## config.mk

```make
export PLATFORM = sky130hd
export DESIGN_NAME = status_pulse_controller_flat
export DESIGN_NICKNAME = d
export VERILOG_FILES = /design/src/common/pulse_status_pkg.sv /design/src/common/status_link_if.sv /design/src/verilog/status_pulse_controller.sv /design/src/flat_wrapper.sv
export SDC_FILE = /design/constraint.sdc
export NUM_CORES = 1
export LEC_CHECK = 0
export BUFFER_PORTS_ARGS = -buffer_cell sky130_fd_sc_hd__buf_2
export CAP_MARGIN = 20
export CORE_ASPECT_RATIO = 0.9
export CORE_MARGIN = 3
export CORE_UTILIZATION = 62
export CTS_CLUSTER_SIZE = 28
export DETAILED_ROUTE_END_ITERATION = 6
export HOLD_SLACK_MARGIN = 0.02
export PLACE_DENSITY_LB_ADDON = 0.12
export SLEW_MARGIN = 10
export SYNTH_ARGS = -nofsm -noshare
export SYNTH_HDL_FRONTEND = slang
export SYNTH_SLANG_ARGS = --single-unit
```

## constraint.sdc

```tcl
create_clock -name sys_clk_in -period 3.6 [get_ports sys_clk_in]
set_input_delay 0.72 -clock sys_clk_in [delete_from_list [all_inputs] [get_ports sys_clk_in]]
set_output_delay 0.72 -clock sys_clk_in [all_outputs]
set_load 0.03 [all_outputs]
```

## src/common/pulse_status_pkg.sv

```systemverilog
package pulse_status_pkg;

   // ------------------------------------------------------------
   // Timing
   // ------------------------------------------------------------
   localparam longint CLK_HZ          = 100_000_000;
   localparam longint PHASE_MS        = 100;
   localparam longint QUIET_MS        = 500;
   localparam longint TIMEOUT_S       = 30;
   localparam longint PHASE_CYCLES    = CLK_HZ * PHASE_MS / 1000;
   localparam longint QUIET_CYCLES    = CLK_HZ * QUIET_MS / 1000 + 1;
   localparam longint TIMEOUT_CYCLES  = CLK_HZ * TIMEOUT_S;
   localparam int     CNT_W           = 32;

   // ------------------------------------------------------------
   // Edge counts per status
   // ------------------------------------------------------------
   localparam logic [4:0] EDGES_CANCELLED    = 5'h01;
   localparam logic [4:0] EDGES_STROKE_OK    = 5'h02;
   localparam logic [4:0] EDGES_SOON_EMPTY   = 5'h03;
   localparam logic [4:0] EDGES_OVERPRESSURE = 5'h04;
   localparam logic [4:0] EDGES_EMPTY        = 5'h0C;
   localparam logic [4:0] EDGES_SUPPLY       = 5'h0E;
   localparam logic [4:0] EDGES_INTERNAL     = 5'h0F;
   localparam logic [4:0] EDGES_UNDEFINED    = 5'h10;

   typedef enum logic [3:0] {
      ST_CANCELLED,
      ST_STROKE_OK,
      ST_SOON_EMPTY,
      ST_OVERPRESSURE,
      ST_EMPTY,
      ST_SUPPLY,
      ST_INTERNAL,
      ST_UNDEFINED,
      ST_NONE
   } status_t;

   function automatic logic [4:0] status_edges(input status_t s);
      unique case (s)
         ST_CANCELLED:    status_edges = EDGES_CANCELLED;
         ST_STROKE_OK:    status_edges = EDGES_STROKE_OK;
         ST_SOON_EMPTY:   status_edges = EDGES_SOON_EMPTY;
         ST_OVERPRESSURE: status_edges = EDGES_OVERPRESSURE;
         ST_EMPTY:        status_edges = EDGES_EMPTY;
         ST_SUPPLY:       status_edges = EDGES_SUPPLY;
         ST_INTERNAL:     status_edges = EDGES_INTERNAL;
         ST_UNDEFINED:    status_edges = EDGES_UNDEFINED;
         default:         status_edges = 5'h00;
      endcase
   endfunction : status_edges

   function automatic status_t edges_status(input logic [4:0] n);
      unique case (n)
         EDGES_CANCELLED:    edges_status = ST_CANCELLED;
         EDGES_STROKE_OK:    edges_status = ST_STROKE_OK;
         EDGES_SOON_EMPTY:   edges_status = ST_SOON_EMPTY;
         EDGES_OVERPRESSURE: edges_status = ST_OVERPRESSURE;
         EDGES_EMPTY:        edges_status = ST_EMPTY;
         EDGES_SUPPLY:       edges_status = ST_SUPPLY;
         EDGES_INTERNAL:     edges_status = ST_INTERNAL;
         EDGES_UNDEFINED:    edges_status = ST_UNDEFINED;
         default:            edges_status = ST_NONE;
      endcase
   endfunction : edges_status

endpackage : pulse_status_pkg

```

## src/common/status_link_if.sv

```systemverilog
`timescale 1ns/1ps
interface status_link_if;
   logic status_line;
   logic cmd_valid;
   logic cmd_status_request;
   logic cmd_ack;
   logic cmd_undefined;

   modport device (
      output status_line,
      input  cmd_valid,
      input  cmd_status_request,
      input  cmd_ack,
      input  cmd_undefined
   );

   modport controller (
      input  status_line,
      output cmd_valid,
      output cmd_status_request,
      output cmd_ack,
      output cmd_undefined
   );
endinterface : status_link_if

```

## src/verilog/status_pulse_controller.sv

```systemverilog
`timescale 1ns/1ps
module status_pulse_controller #(
   parameter longint PHASE_CYCLES   = pulse_status_pkg::PHASE_CYCLES,
   parameter longint QUIET_CYCLES   = pulse_status_pkg::QUIET_CYCLES,
   parameter longint TIMEOUT_CYCLES = pulse_status_pkg::TIMEOUT_CYCLES
) (
   input  wire logic                      sys_clk_in,
   input  wire logic                      arst_n_in,
   status_link_if.controller              link,
   input  wire logic                      send_in,
   input  wire logic                      kind_status_in,
   input  wire logic                      kind_ack_in,
   input  wire logic                      kind_undefined_in,
   output logic                           ready_out,
   output logic                           result_valid_out,
   output pulse_status_pkg::status_t      result_out,
   output logic [4:0]                     edge_count_out,
   output logic                           timeout_out,
   output logic                           link_lost_out,
   output logic                           line_fault_out
);

   typedef enum logic [1:0] {C_QUIET, C_READY, C_WAIT, C_COUNT} cphase_t;

   typedef struct packed {
      logic [1:0]                sync;
      logic                      prev;
      cphase_t                   phase;
      logic [31:0]               timer;
      logic [31:0]               low_timer;
      logic [4:0]                count;
      logic                      probing;
      logic                      probe_pending;
      logic                      cmd_valid;
      logic                      cmd_status;
      logic                      cmd_ack;
      logic                      cmd_undef;
      logic                      res_valid;
      pulse_status_pkg::status_t res;
      logic [4:0]                res_count;
      logic                      tout;
      logic                      lost;
      logic                      lfault;
   } cstate_t;

   cstate_t r;
   cstate_t next_r;
   logic    line;

   assign line = r.sync[1];

   // ------------------------------------------------------------
   // Next state
   // ------------------------------------------------------------
   always_comb begin
      next_r           = r;
      next_r.sync      = {r.sync[0], link.status_line};
      next_r.prev      = line;
      next_r.cmd_valid = 1'b0;
      next_r.res_valid = 1'b0;
      // R14 steady low is a fault
      if (line) begin
         next_r.low_timer = 32'h0000_0000;
         next_r.lfault    = 1'b0;
      end else if (r.low_timer >= 32'(2 * PHASE_CYCLES)) begin
         next_r.lfault = 1'b1;
      end else begin
         next_r.low_timer = r.low_timer + 32'h0000_0001;
      end
      unique case (r.phase)
         // R16 wait for quiet high
         C_QUIET: begin
            if (!line) begin
               next_r.timer = 32'h0000_0000;
            end else if (r.timer >= 32'(QUIET_CYCLES + 1)) begin
               next_r.phase = C_READY;
            end else begin
               next_r.timer = r.timer + 32'h0000_0001;
            end
         end
         C_READY: begin
            if (r.probe_pending || send_in) begin
               next_r.cmd_valid     = 1'b1;
               next_r.cmd_status    = r.probe_pending ? 1'b1 : kind_status_in;
               next_r.cmd_ack       = r.probe_pending ? 1'b0 : kind_ack_in;
               next_r.cmd_undef     = r.probe_pending ? 1'b0 : kind_undefined_in;
               next_r.probing       = r.probe_pending;
               next_r.probe_pending = 1'b0;
               next_r.timer         = 32'h0000_0000;
               next_r.count         = 5'h00;
               next_r.phase         = C_WAIT;
            end
         end
         // R2 R13 wait for response with time-out
         C_WAIT: begin
            if (r.prev == 1'b0 && line) begin
               next_r.count = 5'h01;
               next_r.timer = 32'h0000_0000;
               next_r.phase = C_COUNT;
            end else if (r.timer >= 32'(TIMEOUT_CYCLES - 1)) begin
               next_r.timer = 32'h0000_0000;
               if (r.probing) begin
                  next_r.lost = 1'b1;
               end else begin
                  next_r.tout          = 1'b1;
                  next_r.probe_pending = 1'b1;
               end
               next_r.phase = C_QUIET;
            end else if (!line && r.prev) begin
               next_r.timer = r.timer;
            end else begin
               next_r.timer = r.timer + 32'h0000_0001;
            end
         end
         // R4 R18 count rising edges until quiet
         C_COUNT: begin
            if (r.prev == 1'b0 && line) begin
               next_r.count = r.count + 5'h01;
               next_r.timer = 32'h0000_0000;
            end else if (!line) begin
               next_r.timer = 32'h0000_0000;
            end else if (r.timer >= 32'(2 * PHASE_CYCLES)) begin
               next_r.timer     = 32'h0000_0000;
               next_r.res_valid = 1'b1;
               next_r.res_count = r.count;
               next_r.res       = pulse_status_pkg::edges_status(r.count);
               next_r.tout      = 1'b0;
               next_r.lost      = 1'b0;
               next_r.phase     = C_QUIET;
            end else begin
               next_r.timer = r.timer + 32'h0000_0001;
            end
         end
      endcase
   end

   always_ff @(posedge sys_clk_in or negedge arst_n_in) begin
      if (!arst_n_in) begin
         r <= '{sync: 2'h3, prev: 1'b1, phase: C_QUIET, res: pulse_status_pkg::ST_NONE, default: '0};
      end else begin
         r <= next_r;
      end
   end

   assign link.cmd_valid          = r.cmd_valid;
   assign link.cmd_status_request = r.cmd_status;
   assign link.cmd_ack            = r.cmd_ack;
   assign link.cmd_undefined      = r.cmd_undef;
   assign ready_out               = (r.phase == C_READY) && !r.probe_pending;
   assign result_valid_out        = r.res_valid;
   assign result_out              = r.res;
   assign edge_count_out          = r.res_count;
   assign timeout_out             = r.tout;
   assign link_lost_out           = r.lost;
   assign line_fault_out          = r.lfault;

endmodule : status_pulse_controller

```

## src/flat_wrapper.sv

```systemverilog
// flat-port wrapper written by rule: the top's interface ports become plain ports
module status_pulse_controller_flat 
#(
   parameter longint PHASE_CYCLES   = pulse_status_pkg::PHASE_CYCLES,
   parameter longint QUIET_CYCLES   = pulse_status_pkg::QUIET_CYCLES,
   parameter longint TIMEOUT_CYCLES = pulse_status_pkg::TIMEOUT_CYCLES
)
  (sys_clk_in, arst_n_in, send_in, kind_status_in, kind_ack_in, kind_undefined_in, ready_out, result_valid_out, result_out, edge_count_out, timeout_out, link_lost_out, line_fault_out, link_status_line, link_cmd_valid, link_cmd_status_request, link_cmd_ack, link_cmd_undefined);
  status_link_if link_i ();
  input  wire logic sys_clk_in;
  input  wire logic arst_n_in;
  input  wire logic send_in;
  input  wire logic kind_status_in;
  input  wire logic kind_ack_in;
  input  wire logic kind_undefined_in;
  output logic ready_out;
  output logic result_valid_out;
  output pulse_status_pkg::status_t result_out;
  output logic [4:0] edge_count_out;
  output logic timeout_out;
  output logic link_lost_out;
  output logic line_fault_out;
  input wire logic [$bits(link_i.status_line)-1:0] link_status_line;
  output wire logic [$bits(link_i.cmd_valid)-1:0] link_cmd_valid;
  output wire logic [$bits(link_i.cmd_status_request)-1:0] link_cmd_status_request;
  output wire logic [$bits(link_i.cmd_ack)-1:0] link_cmd_ack;
  output wire logic [$bits(link_i.cmd_undefined)-1:0] link_cmd_undefined;
  assign link_i.status_line = link_status_line;
  assign link_cmd_valid = link_i.cmd_valid;
  assign link_cmd_status_request = link_i.cmd_status_request;
  assign link_cmd_ack = link_i.cmd_ack;
  assign link_cmd_undefined = link_i.cmd_undefined;
  status_pulse_controller #(.PHASE_CYCLES(PHASE_CYCLES), .QUIET_CYCLES(QUIET_CYCLES), .TIMEOUT_CYCLES(TIMEOUT_CYCLES)) u_core (.sys_clk_in(sys_clk_in), .arst_n_in(arst_n_in), .link(link_i), .send_in(send_in), .kind_status_in(kind_status_in), .kind_ack_in(kind_ack_in), .kind_undefined_in(kind_undefined_in), .ready_out(ready_out), .result_valid_out(result_valid_out), .result_out(result_out), .edge_count_out(edge_count_out), .timeout_out(timeout_out), .link_lost_out(link_lost_out), .line_fault_out(line_fault_out));
endmodule
```

==> impl_results.md <==
- Post-Syn Area: 5185 um^2
- Reg area: 2332 um^2
- Run status: finished, final reports clean
- Post-synth EDFFs: 0
- Yosys reg bits: 93
- Hold depth: 0
- Min-Delay Endpoint: u_core.line
- HP Start: u_core.next_r[92]
- Post-synth top flop: dfrtp_1
- WP data arrival: 3.37 ns
- Final setup TNS: 0 ns
- Met2 usage: 35.66%
- Worst setup path category: flip-flop to flip-flop
- Reg2reg setup slack: 0.49 ns
- Biggest register: u_core.r
- Via density: 6.207
- DP Worst Slack: 0.5383 ns
- Routability Congestion: 0.8787
- CTS tree: built
- Share of the yosys chip area belonging to registers: 44.98%
- Global route hottest layer: met1
- Post-CTS Setup Bufs: 0
- Routed wire per std cell: 15.91 um
- Synth unique cells: 64
- Critical Path RT: 3.86 ns
- Post-layout min period: 3.110 ns
- Startpoint Class: flip-flop
- Async SR Flop Fraction: 100.0%
- Max_slew headroom: 46.84%
- GRT Total Usage: 23.93%
- LEAKAGE: 2.488 nW
- First-pass DRT Iterations: 5
- Crit share post-route: 86.39%
- Die X: 102.4 um
- Max-slew violation count: 0
- Hold-fix buffers, CTS: 0
- H-tree depth: 3
- Port buffer count: 24
- DR DRC count: 0
- Synth top area cells: dfrtp_1, nor2_1, xor2_1, nand2_1, nand3_1
- Worst-Margin Slew: 0.7975 ns
- Reg-to-Reg End: u_core.r[62]
- Total number of yosys warnings: 0
- Setup violations, final: 0
- Cts bufs inserted: 9
- Peak Freq: 0.3216 GHz
- Hpwl dp: 7.263 mm
- Area of the die: 9498 um^2
- Met3 GRT Util: 5.271%
- Root buffer cell: clkbuf_8
- Post-synth top area share: 42.95%
- Area grow syn2layout: 5.767%
- Pwr dens: 520.1 nW/um^2
- Vias: 4109
- Worst-Skew Late Latency: 0.37 ns
- Met1 Usage GRT: 35.74%
- Initial antenna violation count: 0
- Vias in the first global route: 3794
- MaxCap Viol Count: 0
- RSZ-0062 raised after global routing: no
- FF-to-FF path depth: 7
- Core Footprint: 7845 um^2
- Global route overflow: 0
- Row count: 30
- Clock buffer depth: 2
- Height of the die: 92.76 um
- Synthesized area per cell: 9.242 um^2
- Final setup margin: 0.4901 ns
- Total Wirelength: 10.53 mm
- Post_cts resized: 0
- Register clock-pin slew on the reported worst setup and hold paths: 0.10 ns
- Clock Skews: 0.01300 ns
- CP Max Fanout: 21
- Worst min-delay path category: flip-flop to flip-flop
- Critical path endpoint category: flip-flop
- Max reg flops: 74
- Multi-input gate area: 2551 um^2
- Iteration-0 DRC Markers: 337
- Syn_nets: 578
- IO Pins: 25
- Fillcell total: 618
- First-pass GRT wire length: 18.11 mm
- Nets: 578
- Worst IR drop on VDD: 0.3708 mV
- Layout cell share with drive strength beyond 1: 12.72%
- RR Startpoint: u_core.r[80]
- Initial core utilization: 66.09%
- Largest net degree at the start of global routing: 65
- Post-synth top area cell: dfrtp_1
- # diodes: 0
- Post-synthesis instance total: 561
- Final ANT Viol Nets: 0
- Clk sinks: 93
- Final Hold Fails: 0
routing by layer:
layer	vias up	share of wire, %
met1	1959	48
met3	7	6.2
met2	131	45
met4	0	0.60
li1	2012	-
met5	-	0
worst max-delay path by stage:
stage,from,endpoint,slack (ns),cells past startpoint
floorplan,u_core.r[82],u_core.r[81],0.84,10
global placement,u_core.r[82],u_core.r[60],0.59,8
detailed placement,u_core.r[82],u_core.r[59],0.54,8
CTS,u_core.r[82],u_core.r[59],0.51,8
global route,u_core.r[89],u_core.r[62],0.20,7
finish,u_core.r[80],u_core.r[62],0.49,7
final cells by class:
class                      instances  share of cell area [%]
timing repair buffer              33                   3.468
tap                               96                   2.190
inverter                          20                   1.369
sequential                        93                   42.53
clock buffer                      11                   2.761
multi-input combinational        404                   46.52
clock inverter                     5                   1.164
synth_stat cells, drive strengths merged (10+ instances only):
cell	instances
nor2b	12
nor2	65
and3	12
clkbuf	24
xor2	23
buf	20
o21ai	14
o311ai	11
inv	20
nor3	13
a21oi	20
nand3	37
nand2	51
dfrtp	89
nand4	25
ha	10
power by group:
part / internal, mW / switching (mW) / total, mW
combinational: 0.302 / 0.561 / 0.862
sequential: 1.12 / 0.113 / 1.24
clock: 0.367 / 0.386 / 0.753
total: 1.79 / 1.06 / 2.85
layout by cell type, fill, tap and decap left out, types with 9 or more instances in the layout:
master,count
o311ai_1,10
nor2_1,64
nand3_1,37
and3_1,12
o21ai_0,14
buf_2,23
nand4_1,25
xor2_1,23
inv_1,20
nand2_1,51
clkbuf_8,11
nor3_1,13
a22o_1,9
nor2b_1,12
dfrtp_1,89
buf_4,10
a21oi_1,20
ha_1,10
worst max-delay path: stages, from the launching register on:
cell and delay [ns]:
dfrtp_1 0.52, a211o_1 0.34, a221oi_1 0.49, o2111ai_1 0.30
nand2_1 0.24, a221o_1 0.45, nand2b_4 0.25, o311ai_0 0.40
cell families (layout without fill, tap and decap cells):
family | count (synthesis) | after routing | synth area share, %
AND/OR/NAND/NOR | 249 | 249 | 23.96
buffers and inverters | 64 | 69 | 5.815
AO/OA/AOI/OAI | 111 | 111 | 16.72
multiplexers | 9 | 9 | 1.882
flip-flops | 93 | 93 | 44.98
XOR/XNOR | 25 | 25 | 4.223
adder cells (fa/ha/maj) | 10 | 10 | 2.413
per-stage QoR:
stage	std cells	total power [mW]	area, um^2	hold slack (ns)	util, %
after CTS	662	2.867	5484	0.3605	69.90
after global placement	646	2.092	5269	0.3465	67.16
after global routing	662	3.023	5484	0.3616	69.90
after detailed placement	646	2.113	5269	0.3472	67.16
after floorplan	561	1.898	5185	0.3452	-
final	662	2.852	5484	0.3590	69.90
Power figures use the tool's default switching activity.
